`src/pcpl_map.vh`:
```
// Constants shared by the control-pin qualification logic
`ifndef PCPL_MAP_VH
`define PCPL_MAP_VH

// ==========================================================
// Clock and timing
`define PCPL_LONG_PRESS_CYC 31'h47868c00
`define PCPL_QUAL_CYC       16'h2710

// ==========================================================
// Bit positions in the synchroniser bundle
`define PCPL_SY_W        15
`define PCPL_SY_PROC     0
`define PCPL_SY_PERIPH   1
`define PCPL_SY_KEY      2
`define PCPL_SY_PK1      3
`define PCPL_SY_PK2      4
`define PCPL_SY_PK3      5
`define PCPL_SY_CS       6
`define PCPL_SY_SDI      7
`define PCPL_SY_SCLK     8
`define PCPL_SY_SDA      9
`define PCPL_SY_IDLO     10
`define PCPL_SY_IDHI     11
`define PCPL_SY_TRIG     12
`define PCPL_SY_MDIG     13
`define PCPL_SY_MCORE    14
// Idle levels: keys and data line high, the rest low
`define PCPL_SY_RST      15'h023c

// ==========================================================
// Operating mode codes
`define PCPL_MODE_NORMAL 2'h0
`define PCPL_MODE_LPBOOT 2'h1
`define PCPL_MODE_TEST   2'h2

// ==========================================================
// Converter channels shared with the touch plates
`define PCPL_ADC_TS_BIT  2
`define PCPL_ROUTE_NONE  4'h0
`define PCPL_ROUTE_ONE   4'h1

`endif

```
`src/pcpl_sync.v`:
```
// Two-stage synchroniser for a bundle of asynchronous pins
`timescale 1ns/1ps
module pcpl_sync #(
    parameter         W       = 1,
    parameter [W-1:0] RST_VAL = {W{1'b0}}
) (
    input  wire         clk_in,
    input  wire         nrst_in,
    input  wire [W-1:0] async_in,
    output wire [W-1:0] sync_out
);
    reg [W-1:0] meta_q;
    reg [W-1:0] sync_q;

    always @(posedge clk_in) begin
        if (!nrst_in) begin
            meta_q <= RST_VAL;
            sync_q <= RST_VAL;
        end else begin
            meta_q <= async_in;
            sync_q <= meta_q;
        end
    end

    assign sync_out = sync_q;
endmodule

```
`src/pcpl_long_press.v`:
```
// Press and long-press detector for the third power key
`timescale 1ns/1ps
module pcpl_long_press #(
    parameter [30:0] LP_CYCLES = 31'h47868c00
) (
    input  wire clk_in,
    input  wire nrst_in,
    input  wire key_low_in,
    input  wire enable_in,
    output wire turn_on_out,
    output wire long_reset_out
);
    reg        prev_q;
    reg [30:0] cnt_q;
    reg        on_q;
    reg        long_q;

    always @(posedge clk_in) begin
        if (!nrst_in) begin
            prev_q <= 1'b0;
            cnt_q  <= 31'h0;
            on_q   <= 1'b0;
            long_q <= 1'b0;
        end else begin
            prev_q <= key_low_in;
            on_q   <= key_low_in & ~prev_q;
            long_q <= ~key_low_in & prev_q & enable_in
                      & (cnt_q == LP_CYCLES);
            if (!key_low_in)
                cnt_q <= 31'h0;
            else if (cnt_q != LP_CYCLES)
                cnt_q <= cnt_q + 31'h1;
        end
    end

    assign turn_on_out    = on_q;
    assign long_reset_out = long_q;
endmodule

```
`src/pcpl_control_pin_logic.v`:
```
// Control-pin qualification logic of the power management device
//
// Overview of operation
// - Sleep event only when both sleep request inputs are active together.
// - Each sleep request input has its own programmable polarity.
// - Sleep inputs are qualified stable for a finite time before use.
// - Sleep inputs act only in On mode; ignored during start-up and watchdog.
// - A pending unmasked interrupt drives the interrupt output high.
// - Each power key input pulled low gives a turn-on event like the key.
// - Long-press reset control bit resets to 0; meaning depends on variant.
// - Control bit may change any time and takes effect at once.
// - Key three low longer than 12 s then released triggers global reset.
// - Global reset: power down, charger off, registers default, power up.
// - Key three low under 12 s is an ordinary turn-on request.
// - Mode strap selects normal, low-power USB boot or test mode.
// - Chip select low at cold start latches SPI mode and acts as select.
// - Chip select high at cold start latches I2C mode, pin unused after.
// - In I2C mode the serial data input strap selects one of two addresses.
// - In I2C mode SPI clock is SCL and serial output is bidirectional SDA.
// - Sense bits report cable id floating, grounded or factory mode.
// - Regulator input-select bit at 1 connects cable supply to regulator.
// - Rising edge on conversion trigger starts an analog conversion.
// - Touch plates feed converter channels 4 to 7 while touch is inactive.
`timescale 1ns/1ps
`include "pcpl_map.vh"

module pcpl_control_pin_logic #(
    parameter        GR_PRESENT     = 1,
    parameter        GR_ACTIVE_HIGH = 0,
    parameter [30:0] LP_CYCLES      =
        `PCPL_LONG_PRESS_CYC,
    parameter [15:0] QUAL_CYCLES    =
        `PCPL_QUAL_CYC
) (
    input  wire       clk_in,
    input  wire       nrst_in,
    input  wire       proc_sleep_request_in,
    input  wire       peripheral_sleep_request_in,
    input  wire       proc_pol_high_in,
    input  wire       periph_pol_high_in,
    input  wire       on_mode_in,
    input  wire       irq_pending_in,
    input  wire       power_key_n_in,
    input  wire       power_key_input_one_n_in,
    input  wire       power_key_input_two_n_in,
    input  wire       power_key_input_three_n_in,
    input  wire       long_press_reset_ctrl_in,
    input  wire       seq_off_done_in,
    input  wire       cold_start_in,
    input  wire       mode_at_dig_core_in,
    input  wire       mode_at_core_in,
    input  wire       chip_select_in,
    input  wire       serial_data_in_in,
    input  wire       serial_clk_in,
    input  wire       sda_in,
    input  wire       sda_drive_low_in,
    input  wire       cable_id_below_low_in,
    input  wire       cable_id_above_high_in,
    input  wire       usb_reg_input_select_in,
    input  wire       conversion_trigger_in,
    input  wire       touch_active_in,
    input  wire [2:0] adc_channel_in,
    output wire       sleep_event_out,
    output wire       irq_out,
    output wire       turn_on_event_out,
    output wire       gr_power_down_out,
    output wire       gr_charger_off_out,
    output wire       gr_reg_restore_out,
    output wire       gr_power_up_out,
    output wire [1:0] op_mode_out,
    output wire       bus_mode_i2c_out,
    output wire       i2c_addr_sel_out,
    output wire       spi_select_out,
    output wire       i2c_scl_out,
    output wire       i2c_sda_in_out,
    output wire       sda_out,
    output wire       sda_oe_n_out,
    output wire       cable_id_floating_out,
    output wire       cable_id_grounded_out,
    output wire       cable_id_factory_out,
    output wire       cable_supply_connect_out,
    output wire       adc_start_out,
    output wire [3:0] touch_route_out
);
    // ==========================================================
    // Global reset sequence states
    localparam [3:0] GR_IDLE    = 4'h1;
    localparam [3:0] GR_DOWN    = 4'h2;
    localparam [3:0] GR_RESTORE = 4'h4;
    localparam [3:0] GR_UP      = 4'h8;

    // ==========================================================
    // Synchronised pins
    wire [`PCPL_SY_W-1:0] pins_raw;
    wire [`PCPL_SY_W-1:0] pins_s;

    assign pins_raw = {mode_at_core_in, mode_at_dig_core_in,
                       conversion_trigger_in, cable_id_above_high_in,
                       cable_id_below_low_in, sda_in, serial_clk_in,
                       serial_data_in_in, chip_select_in,
                       power_key_input_three_n_in,
                       power_key_input_two_n_in,
                       power_key_input_one_n_in, power_key_n_in,
                       peripheral_sleep_request_in,
                       proc_sleep_request_in};

    pcpl_sync #(
        .W       (`PCPL_SY_W),
        .RST_VAL (`PCPL_SY_RST)
    ) u_sync (
        .clk_in   (clk_in),
        .nrst_in  (nrst_in),
        .async_in (pins_raw),
        .sync_out (pins_s)
    );

    // ==========================================================
    // Functions
    function active_level;
        input pin;
        input pol_high;
        begin
            active_level = pol_high ? pin : ~pin;
        end
    endfunction

    function [3:0] plate_route;
        input       active;
        input [2:0] chan;
        begin
            if (!active && chan[`PCPL_ADC_TS_BIT])
                plate_route = `PCPL_ROUTE_ONE << chan[1:0];
            else
                plate_route = `PCPL_ROUTE_NONE;
        end
    endfunction

    // ==========================================================
    // Sleep event decoding and qualification
    wire        sleep_raw;
    reg         sleep_qual_q;
    reg  [15:0] qual_cnt_q;
    reg         sleep_ev_q;

    assign sleep_raw =
        active_level(pins_s[`PCPL_SY_PROC], proc_pol_high_in)
        & active_level(pins_s[`PCPL_SY_PERIPH], periph_pol_high_in);

    always @(posedge clk_in) begin
        if (!nrst_in) begin
            sleep_qual_q <= 1'b0;
            qual_cnt_q   <= 16'h0;
            sleep_ev_q   <= 1'b0;
        end else begin
            if (sleep_raw == sleep_qual_q) begin
                qual_cnt_q <= 16'h0;
            end else if (qual_cnt_q >= QUAL_CYCLES - 16'h1) begin
                sleep_qual_q <= sleep_raw;
                qual_cnt_q   <= 16'h0;
            end else begin
                qual_cnt_q <= qual_cnt_q + 16'h1;
            end
            sleep_ev_q <= sleep_qual_q & on_mode_in;
        end
    end

    // ==========================================================
    // Power keys, long press and global reset sequence
    wire       pk3_on;
    wire       pk3_long;
    wire       gr_enable;
    wire [2:0] keys_low;
    reg  [2:0] keys_prev_q;
    reg        turn_on_q;
    reg  [3:0] gr_state_q;
    reg  [3:0] gr_state_d;
    reg        gr_down_q;
    reg        gr_chg_q;
    reg        gr_rest_q;
    reg        gr_up_q;

    assign keys_low = ~{pins_s[`PCPL_SY_PK2], pins_s[`PCPL_SY_PK1],
                        pins_s[`PCPL_SY_KEY]};
    assign gr_enable = (GR_PRESENT != 0) &
        (GR_ACTIVE_HIGH != 0 ? long_press_reset_ctrl_in
                             : ~long_press_reset_ctrl_in);

    pcpl_long_press #(
        .LP_CYCLES (LP_CYCLES)
    ) u_long_press (
        .clk_in         (clk_in),
        .nrst_in        (nrst_in),
        .key_low_in     (~pins_s[`PCPL_SY_PK3]),
        .enable_in      (gr_enable),
        .turn_on_out    (pk3_on),
        .long_reset_out (pk3_long)
    );

    always @* begin
        gr_state_d = gr_state_q;
        case (gr_state_q)
            GR_IDLE:    if (pk3_long) gr_state_d = GR_DOWN;
            GR_DOWN:    if (seq_off_done_in) gr_state_d = GR_RESTORE;
            GR_RESTORE: gr_state_d = GR_UP;
            GR_UP:      gr_state_d = GR_IDLE;
            default:    gr_state_d = GR_IDLE;
        endcase
    end

    always @(posedge clk_in) begin
        if (!nrst_in) begin
            keys_prev_q <= 3'h0;
            turn_on_q   <= 1'b0;
            gr_state_q  <= GR_IDLE;
            gr_down_q   <= 1'b0;
            gr_chg_q    <= 1'b0;
            gr_rest_q   <= 1'b0;
            gr_up_q     <= 1'b0;
        end else begin
            keys_prev_q <= keys_low;
            turn_on_q   <= (|(keys_low & ~keys_prev_q)) | pk3_on;
            gr_state_q  <= gr_state_d;
            gr_down_q   <= (gr_state_d == GR_DOWN);
            gr_chg_q    <= (gr_state_d != GR_IDLE);
            gr_rest_q   <= (gr_state_d == GR_RESTORE);
            gr_up_q     <= (gr_state_d == GR_UP);
        end
    end

    // ==========================================================
    // Straps latched at cold start and host bus pins
    reg [1:0] mode_q;
    reg       i2c_q;
    reg       addr_q;
    reg       spi_sel_q;
    reg       scl_q;
    reg       sda_in_q;
    reg       sda_oe_n_q;
    reg       sda_q;

    always @(posedge clk_in) begin
        if (!nrst_in) begin
            mode_q     <= `PCPL_MODE_NORMAL;
            i2c_q      <= 1'b0;
            addr_q     <= 1'b0;
            spi_sel_q  <= 1'b0;
            scl_q      <= 1'b0;
            sda_in_q   <= 1'b1;
            sda_oe_n_q <= 1'b1;
            sda_q      <= 1'b0;
        end else begin
            if (cold_start_in) begin
                if (pins_s[`PCPL_SY_MCORE])
                    mode_q <= `PCPL_MODE_TEST;
                else if (pins_s[`PCPL_SY_MDIG])
                    mode_q <= `PCPL_MODE_LPBOOT;
                else
                    mode_q <= `PCPL_MODE_NORMAL;
                i2c_q  <= pins_s[`PCPL_SY_CS];
                addr_q <= pins_s[`PCPL_SY_SDI];
            end
            spi_sel_q  <= ~i2c_q & pins_s[`PCPL_SY_CS];
            scl_q      <= i2c_q & pins_s[`PCPL_SY_SCLK];
            sda_in_q   <= ~i2c_q | pins_s[`PCPL_SY_SDA];
            sda_oe_n_q <= ~(i2c_q & sda_drive_low_in);
            sda_q      <= 1'b0;
        end
    end

    // ==========================================================
    // Interrupt, cable sense, converter trigger and routing
    reg       irq_q;
    reg       id_float_q;
    reg       id_gnd_q;
    reg       id_fact_q;
    reg       vbus_q;
    reg       trig_prev_q;
    reg       adc_start_q;
    reg [3:0] route_q;

    always @(posedge clk_in) begin
        if (!nrst_in) begin
            irq_q       <= 1'b0;
            id_float_q  <= 1'b0;
            id_gnd_q    <= 1'b0;
            id_fact_q   <= 1'b0;
            vbus_q      <= 1'b0;
            trig_prev_q <= 1'b0;
            adc_start_q <= 1'b0;
            route_q     <= `PCPL_ROUTE_NONE;
        end else begin
            irq_q       <= irq_pending_in;
            id_gnd_q    <= pins_s[`PCPL_SY_IDLO];
            id_fact_q   <= pins_s[`PCPL_SY_IDHI] & ~pins_s[`PCPL_SY_IDLO];
            id_float_q  <= ~pins_s[`PCPL_SY_IDHI] & ~pins_s[`PCPL_SY_IDLO];
            vbus_q      <= usb_reg_input_select_in;
            trig_prev_q <= pins_s[`PCPL_SY_TRIG];
            adc_start_q <= pins_s[`PCPL_SY_TRIG] & ~trig_prev_q;
            route_q     <= plate_route(touch_active_in, adc_channel_in);
        end
    end

    // ==========================================================
    // Outputs
    assign sleep_event_out          = sleep_ev_q;
    assign irq_out                  = irq_q;
    assign turn_on_event_out        = turn_on_q;
    assign gr_power_down_out        = gr_down_q;
    assign gr_charger_off_out       = gr_chg_q;
    assign gr_reg_restore_out       = gr_rest_q;
    assign gr_power_up_out          = gr_up_q;
    assign op_mode_out              = mode_q;
    assign bus_mode_i2c_out         = i2c_q;
    assign i2c_addr_sel_out         = addr_q;
    assign spi_select_out           = spi_sel_q;
    assign i2c_scl_out              = scl_q;
    assign i2c_sda_in_out           = sda_in_q;
    assign sda_out                  = sda_q;
    assign sda_oe_n_out             = sda_oe_n_q;
    assign cable_id_floating_out    = id_float_q;
    assign cable_id_grounded_out    = id_gnd_q;
    assign cable_id_factory_out     = id_fact_q;
    assign cable_supply_connect_out = vbus_q;
    assign adc_start_out            = adc_start_q;
    assign touch_route_out          = route_q;
endmodule

```
`config.mk`:
```
export PLATFORM = sky130hd
export DESIGN_NAME = pcpl_control_pin_logic
export DESIGN_NICKNAME = d
export VERILOG_FILES = /design/src/pcpl_sync.v /design/src/pcpl_long_press.v /design/src/pcpl_control_pin_logic.v
export VERILOG_INCLUDE_DIRS = /design/src /design/src/src
export SDC_FILE = /design/constraint.sdc
export NUM_CORES = 1
export LEC_CHECK = 0
export ABC_AREA = 1
export BUFFER_PORTS_ARGS = -buffer_cell sky130_fd_sc_hd__buf_2
export CORE_ASPECT_RATIO = 0.8
export CORE_MARGIN = 4
export CORE_UTILIZATION = 56
export CTS_CLUSTER_SIZE = 40
export DETAILED_ROUTE_END_ITERATION = 6
export PLACE_DENSITY = 0.82
export SLEW_MARGIN = 25
export SYNTH_ARGS = -nofsm -noshare
export SYNTH_HDL_FRONTEND = slang
export SYNTH_HIERARCHICAL = 1
export SYNTH_SLANG_ARGS = --single-unit
```
`constraint.sdc`:
```
create_clock -name clk_in -period 4.14 [get_ports clk_in]
set_clock_uncertainty 0.1 [all_clocks]
set_input_delay 0.621 -clock clk_in [delete_from_list [all_inputs] [get_ports clk_in]]
set_output_delay 0.621 -clock clk_in [all_outputs]
set_load 0.02 [all_outputs]
```
# Word level (Yosys, flattened, before mapping)
# Cells that the tools add are included.
[word_totals] ff_bits=113 input_bits=30 output_inout_bits=25
[op_classes] n_addsub=2 magnitude_cmp=1 n_eq_ne=10 shift=1 n_mux=7 bitwise=29 n_reduce_logical=7
[op_table] op="adder 31 x 1 -> 31 bit, second input constant" count=1
[op_table] op="== test 31 bit, second input constant" count=1
[op_table] op="inequality test 31 bit, second input constant" count=1
[op_table] op="adder 16 x 1 -> 16 bit, second input constant" count=1
[op_table] op=">= comparator 16 x 14 -> 1 bit, second input constant" count=1
[op_table] op="bitwise AND 1 bit" count=12
[op_table] op="inverter 1 bit" count=12
[op_table] op="one-hot mux 4 bit (3 select lines)" count=1
[op_table] op="== test 4 x 2 -> 1 bit, second input constant" count=2
[op_table] op="== test 4 x 3 -> 1 bit, second input constant" count=2
[op_table] op="two-way mux 4 bit" count=2
[op_table] op="inverter 3 bit" count=2
[op_table] op="OR reduction 3 bit" count=2
[op_table] op="== test 4 x 1 -> 1 bit, second input constant" count=1
[op_table] op="== test 4 bit, second input constant" count=1
[op_table] op="inequality test 4 x 1 -> 1 bit, second input constant" count=1
[op_table] op="AND reduction 2 bit" count=2
[op_table] op="left shift 1 x 2 -> 4 bit, first input constant" count=1
[op_table] op="bitwise AND 3 bit" count=1
[op_table] op="two-way mux 1 bit" count=3
[op_table] op="two-way mux 2 bit" count=1
[op_table] op="OR 1 bit" count=2
[op_table] op="OR reduction 2 bit" count=1
[op_table] op="== test 1 bit" count=1
[op_table] op="2 further kinds" count=2

# Logic depth before layout (Yosys ltp)
# Gate-level depths: netlist (run 1).
[depth] ltp_word=6 depth_mapped=10 mapped_depth_nobuf=10

# Modules after synthesis
# Netlist (run 1), hierarchy kept.
[modules_own_cells] module="pcpl_long_press" instances=1 cells_each=358 area_each_um2=2060.7 seq_area_each_um2=680.7
[modules_own_cells] module="pcpl_control_pin_logic" instances=1 cells_each=228 area_each_um2=1813.0 seq_area_each_um2=980.9
[modules_own_cells] module="pcpl_sync" instances=1 cells_each=93 area_each_um2=855.8 seq_area_each_um2=600.6

# Least setup slack after synthesis (run 1)
# OpenSTA, ideal clock, no wires.
[synth_path] path_kind="input to register" startpoint="input port proc_pol_high_in" endpoint="register qual_cnt_q[0]" setup_ps=64 arrival_ps=1324 slack_ps=2652 cell_stages=10 path_buffers=1 cell_sequence="inv_1 -> nand2_1 -> nand2_1 -> nand2_1 -> nand2_1 -> nand2_1 -> nor2_1 -> nand2_4 -> buf_8 -> nor2_1"
[synth_via] elab_chain_cells=4
[synth_rtl] element="start, declared" line_no="pcpl_control_pin_logic.v:39" source="input wire proc_pol_high_in,"
[synth_rtl] element="two-way mux 1 bit" line_no="pcpl_control_pin_logic.v:123" source="active_level = pol_high ? pin : ~pin;"
[synth_rtl] element="bitwise AND 1 bit" line_no="pcpl_control_pin_logic.v:146" source="active_level(pins_s[`PCPL_SY_PROC], proc_pol_high_in)"
[synth_rtl] element="== test 1 bit" line_no="pcpl_control_pin_logic.v:155" source="if (sleep_raw == sleep_qual_q) begin"
[synth_rtl] element="OR reduction 3 bit (no source line)"
[synth_rtl] element="end signal, assigned" line_no="pcpl_control_pin_logic.v:161" source="qual_cnt_q <= qual_cnt_q + 16'h1;"
[synth_rtl] element="end, declared" line_no="pcpl_control_pin_logic.v:142" source="reg [15:0] qual_cnt_q;"
# No other way between the ends.
# A chain may end at the register's enable or synchronous reset.

# Worst setup path after layout (run 1)
[layout_path] startpoint="input port nrst_in" endpoint="register u_long_press.cnt_q[3]"
[layout_via] elab_chain_cells=2
[layout_rtl] element="start, declared" line_no="pcpl_control_pin_logic.v:36" source="input wire nrst_in,"
[layout_rtl] element="inverter 1 bit (no source line)"
[layout_rtl] element="OR reduction 2 bit (no source line)"
[layout_rtl] element="end signal, assigned" line_no="pcpl_long_press.v:32" source="cnt_q <= cnt_q + 31'h1;"
[layout_rtl] element="end, declared" line_no="pcpl_long_press.v:14" source="reg [30:0] cnt_q;"
# No other way between the ends.

==> results of run 1 <==
[state kept, by name, indices dropped and copies added (netlist names), 2 cells and up]
register / cells
keys_prev_q: 3
gr_state_q: 4
u_sync/meta_q: 15
qual_cnt_q: 16
touch_route_out: 4
u_long_press/cnt_q: 31
u_sync/sync_out: 15
op_mode_out: 2
[worst max-delay path: stages]
cell and delay, ns:
buf_2 0.08, buf_4 0.37, nand2_1 0.40, inv_1 0.65, o21ai_0 0.19, a21oi_1 0.16
[power breakdown]
group | switching, mW | total, mW | internal (mW)
sequential | 0.00982 | 1.12 | 1.11
combinational | 0.0510 | 0.0808 | 0.0298
clock | 0.513 | 1.34 | 0.826
total | 0.574 | 2.54 | 1.97
[path summary, 6_finish.rpt]
check	startpoint	endpoint	cells after the start
worst min-delay path	sda_in	u_sync/meta_q[9]	3
worst min register to register	trig_prev_q	adc_start_out	1
worst max register to register	u_sync/sync_out[5]	u_long_press/cnt_q[3]	5
worst max-delay path	nrst_in	u_long_press/cnt_q[3]	6
[logic make-up after synthesis]
kind of cell,share of synthesized area (%)
xor+xnor,2.04
fa+ha+maj,0.794
flops,47.8
buf+inv,9.84
other cells,0.0793
simple gates,34.5
compound gates,4.95
[cells in the final DEF, fill, tap and decap left out, types with 4 or more instances in the layout]
master | Yosys | layout
nor3_1 | 9 | 9
buf_2 | 0 | 53
o21ai_0 | 18 | 18
clkinvlp_4 | 0 | 5
xnor2_1 | 4 | 4
inv_1 | 105 | 105
dfxtp_1 | 113 | 113
a21oi_1 | 24 | 24
nand3_1 | 32 | 32
nor2_2 | 5 | 5
nand4_1 | 10 | 10
nor2_1 | 145 | 145
nand2_1 | 174 | 174
xor2_1 | 7 | 7
clkbuf_16 | 0 | 16
[layout make-up]
cell class,count,area [um^2]
clock buffers,20,445
clock inverters,12,109
fillers,645,2460
inverters,105,394
multi-input cells,453,2010
flip-flops and latches,113,2260
well taps,108,135
repair buffers,54,273
[per-layer routing]
layer	up-vias	wire (um)	global-route usage, %	part of all wire [%]
met5	-	0	0	0
met4	0	209	9.54	1.9
met3	28	884	7.38	7.9
met2	168	5120	34.8	46
met1	1891	5030	30.1	45
li1	2193	-	-	-
==> reports/metrics.csv, run 1 <==
metric,value,unit
async_reset_ff_share,0,%
whs,0.174,ns
clock-sinks,113,
p_leak,2.49,nW
yosys-top-cells-area,"dfxtp_1, nand2_1, nor2_1",
setup.worst_path.class,in -> reg,
final_antenna_net_count,0,
post-place-cells,833,
grt_pass1_wl,18.5,mm
drive_gt1_share,13.3,%
place_ws,1.53,ns
rrSetupSlack,2.31,ns
synth_most_common_cell,nand2_1,
portBuffers,53,
grt_pass1_vias,4029,
htreeDepth,4,
clk_path_buf_depth,2,
avgSynthCellArea,6.97,um^2
postPlaceCellArea,5070,um^2
final_cells,865,
diodes,0,
drv_cap,0,
ys_types,30,
synth_warnings,6,
rsz0062_at_grt,no,
hold_path_class,in -> reg,
yosysTopAreaCell,dfxtp_1,
tightest_slew,0.699,ns
critPathLaunchType,input pin,
cp_data_arrival_time,2.49,ns
rows,29,
cts-hold-fix-buffers,0,
core,8090,um^2
synthTopCellsByCount,"nand2_1, nor2_1, dfxtp_1",
cts_root_buffer,clkbuf_8,
powerDensity,452,nW/um^2
clk_latency,0.52,ns
cts_tree,yes,
gr-total-overflow,0,
synthToLayoutAreaGrowth,19.0,%
io-pin-count,55,
fin_area,5630,um^2
finalWorstSetupSlack,1.99,ns
wire_per_inst,13.0,um
required,4.48,ns
gp_congestion,0.885,
clkTransAtPathRegs,0.06,ns
die_area,9990,um^2
path_max_fanout,47,
synth_top_area_share,47.8,%
finalWirelength,11.2,mm
finalHoldViolations,0,
cts_resized,0,
p_total,2.54,mW
setup_viol,0,
cts_buffers,17,
firstDrtPassIters,5,
slew-limit-headroom,53.4,%
yosysSeqAreaShare,47.8,%
status,"complete, no violations",
dp_hpwl,7.61,mm
globalRouteTotalUtil,22.9,%
synthCells,679,
min_period,2.15,ns
synthFlopType,dfxtp_1,
antenna_found_initial,0,
die_width,111,um
avgViaCountPerCell,4.95,
endpoint_kind,flip-flop,
cts_setup_buffers,0,
num_vias,4280,
drv_slew,0,
grt_max_degree,48,
start_util,58.5,%
drt-initial-drc-count,390,
fmax,465,MHz
nets,777,
synth-edff-count,0,
post-route-util,69.6,%
fin_crit_sh,51.9,%
ir_drop,0.436,mV
fin_tns_setup,0,ns
synth_seq_cells,113,
die_height,90.2,um
syn-cell-area,4730,um^2
drc,0,
No activity file was read; power rests on OpenSTA's default activity.
==> inputs of run 2 (changes only) <==
--- a/config.mk
+++ b/config.mk
@@ -10,10 +10,10 @@
 export BUFFER_PORTS_ARGS = -buffer_cell sky130_fd_sc_hd__buf_2
 export CORE_ASPECT_RATIO = 0.8
 export CORE_MARGIN = 4
-export CORE_UTILIZATION = 56
+export CORE_UTILIZATION = 52
 export CTS_CLUSTER_SIZE = 40
 export DETAILED_ROUTE_END_ITERATION = 6
-export PLACE_DENSITY = 0.82
+export PLACE_DENSITY = 0.8
 export SLEW_MARGIN = 25
 export SYNTH_ARGS = -nofsm -noshare
 export SYNTH_HDL_FRONTEND = slang
==> constraint.sdc (replaced) <==
create_clock -name clk_in -period 1.9 [get_ports clk_in]
set_clock_uncertainty 0.1 [all_clocks]
set_input_delay 0.285 -clock clk_in [delete_from_list [all_inputs] [get_ports clk_in]]
set_output_delay 0.285 -clock clk_in [all_outputs]
set_load 0.02 [all_outputs]
==> reports/metrics.csv, run 2 (same netlist as run 1, synthesis figures left out) <==
metric,value,unit,change
grt_max_degree,21,,was 48
rsz0062_at_grt,no,,unchanged
pwr-share-clk,54.6,%,was 52.7%
swShare,23.4,%,was 22.6%
finalHoldViolations,0,,unchanged
ir_drop,0.829,mV,was 0.436 mV
drv_cap,0,,unchanged
setup.worst_path.class,reg -> reg,,was in -> reg
io-pin-count,55,,unchanged
postPlaceCellArea,5120,um^2,was 5070 um^2
layout_commonest_cell,nand2_1,,unchanged
antenna_found_initial,0,,unchanged
htreeDepth,4,,unchanged
cts_resized,0,,unchanged
dp_hpwl,8.32,mm,was 7.61 mm
final_antenna_net_count,0,,unchanged
setup_viol,0,,unchanged
fmax,604,MHz,
post-place-cells,841,,was 833
min_period,1.66,ns,
drive_gt1_share,13.6,%,was 13.3%
portBuffers,53,,unchanged
die_height,93.3,um,was 90.2 um
cts_buffers,17,,unchanged
fin_area,5910,um^2,was 5630 um^2
grt_pass1_vias,4276,,"was 4,029"
whs_path_depth,3,,unchanged
wl_met3,972,um,was 884 um
clkTransAtPathRegs,0.06,ns,about the same
clk_path_buf_depth,2,,unchanged
rr_worst_depth,8,,was 5
wire_per_inst,13.4,um,was 13.0 um
p_seq_share,41.7,%,was 44.1%
largest_reg_flops,31,,unchanged
r2r_end,u_long_press/cnt_q[28],,was u_long_press/cnt_q[3]
nets,800,,was 777
cts_tree,yes,,unchanged
status,"complete, no violations",,unchanged
r2r_start,u_long_press/cnt_q[0],,was u_sync/sync_out[5]
synthToLayoutAreaGrowth,24.9,%,was 19.0%
gp_congestion,0.963,,was 0.885
power_frac_comb,3.7,%,was 3.2%
crit_end,u_long_press/cnt_q[28],,was u_long_press/cnt_q[3]
gr-total-overflow,0,,unchanged
regMostFlops,u_long_press/cnt_q,,unchanged
fin_tns_setup,0,ns,unchanged
drv_slew,0,,unchanged
powerDensity,992,nW/um^2,was 452 nW/um^2
cp_data_arrival_time,1.85,ns,was 2.49 ns
drc,0,,unchanged
place_ws,0.308,ns,was 1.53 ns
die_width,115,um,was 111 um
most-common-layout-cells,"nand2_1, nor2_1, dfxtp_1, inv_1, buf_2",,unchanged
diodes,0,,unchanged
num_vias,4478,,"was 4,280"
cts_root_buffer,clkbuf_16,,was clkbuf_8
globalRouteTotalUtil,23.8,%,was 22.9%
clk_latency,0.41,ns,was 0.52 ns
switchingPower,1.37,mW,was 0.574 mW
worst_setup_path_startpoint,u_long_press/cnt_q[0],,was nrst_in
whs,0.0259,ns,was 0.174 ns
die_area,10700,um^2,was 9990 um^2
p_int,4.49,mW,was 1.97 mW
met1_length,5.55,mm,was 5.03 mm
drt-initial-drc-count,430,,was 390
grt_pass1_wl,20.1,mm,was 18.5 mm
p_leak,2.61,nW,was 2.49 nW
final_cells,892,,was 865
top_layer_used,met4,,unchanged
firstDrtPassIters,7,,was 5
required,2.09,ns,was 4.48 ns
finalWirelength,12.0,mm,was 11.2 mm
avgViaCountPerCell,5.02,,was 4.95
top_regs,"u_long_press/cnt_q x31, qual_cnt_q x16",,unchanged
core,8670,um^2,was 8090 um^2
start_util,54.5,%,was 58.5%
critPathLaunchType,flip-flop,,was input pin
rrSetupSlack,0.24,ns,was 2.31 ns
fin_crit_sh,87.1,%,
endpoint_kind,flip-flop,,unchanged
clock-sinks,113,,unchanged
finalWorstSetupSlack,0.245,ns,was 1.99 ns
path_max_fanout,5,,was 47
rows,30,,was 29
dr_wl_met2,5.33,mm,was 5.12 mm
hold_path_class,in -> reg,,unchanged
[run 2: cell count changes in the layout (fill, tap and decap cells not counted), moves of 2 or more]
cell | before | now
dlygate4sd3_1 | 0 | 19
clkinvlp_4 | 5 | 3
buf_4 | 1 | 4
inv_8 | 0 | 2
clkbuf_8 | 3 | 0
clkinv_2 | 3 | 1
inv_6 | 2 | 6
[run 2: through the flow]
stage / utilization (%) / power [mW]
6_report: 68.1 / 5.86
4_1_cts: 68.1 / 5.89
3_3_place_gp: 59.1 / 2.67
3_5_place_dp: 59.1 / 2.67
5_1_grt: 68.1 / 6.05
2_1_floorplan: - / 2.60
[run 2: area by class of cell]
type / count / area, um^2
inverters: 105 / 394
multi-input cells: 453 / 2010
clock buffers: 17 / 425
fillers: 696 / 2760
clock inverters: 15 / 171
repair buffers: 77 / 505
flip-flops and latches: 113 / 2260
well taps: 112 / 140
[run 2: layer usage]
metal  vias to the layer above  GRT usage (%)
met5                         -              0
met1                      2052           32.2
li1                       2240              -
met4                         0           8.41
met3                        14           7.18
met2                       172           36.2
[run 2: power by group through the flow]
stage | Sequential, mW | Clock [mW] | Combinational, mW
after floorplan | 2.51 | 0 | 0.0935
after global placement | 2.49 | 0 | 0.174
after detailed placement | 2.49 | 0 | 0.180
after CTS | 2.44 | 3.23 | 0.214
after global routing | 2.45 | 3.35 | 0.245
final | 2.44 | 3.20 | 0.216
[run 2: repair_timing]
| item | 4_1_cts | 5_1_grt |
|---|---|---|
| setup buffers | 0 | 0 |
| endpoints found under the hold margin | 20 | 0 |
| hold buffers | 19 | 0 |
[run 2: critical path, stage by stage, from the launching register on]
cell and delay (ns):
dfxtp_1 0.41, ha_1 0.23, nand2_2 0.10, inv_1 0.12, nand2_1 0.11, nor2_1 0.24
nand2_1 0.09, nand2_1 0.08, a21oi_1 0.07
[run 2: worst min-delay path by stage]
stage / slack, ns / start / end
floorplan: 0.26 / adc_channel_in[0] / touch_route_out[0]
global placement: 0.27 / trig_prev_q / adc_start_out
detailed placement: 0.28 / trig_prev_q / adc_start_out
CTS: 0.004 / on_mode_in / sleep_event_out
global route: 0.02 / on_mode_in / sleep_event_out
finish: 0.03 / on_mode_in / sleep_event_out
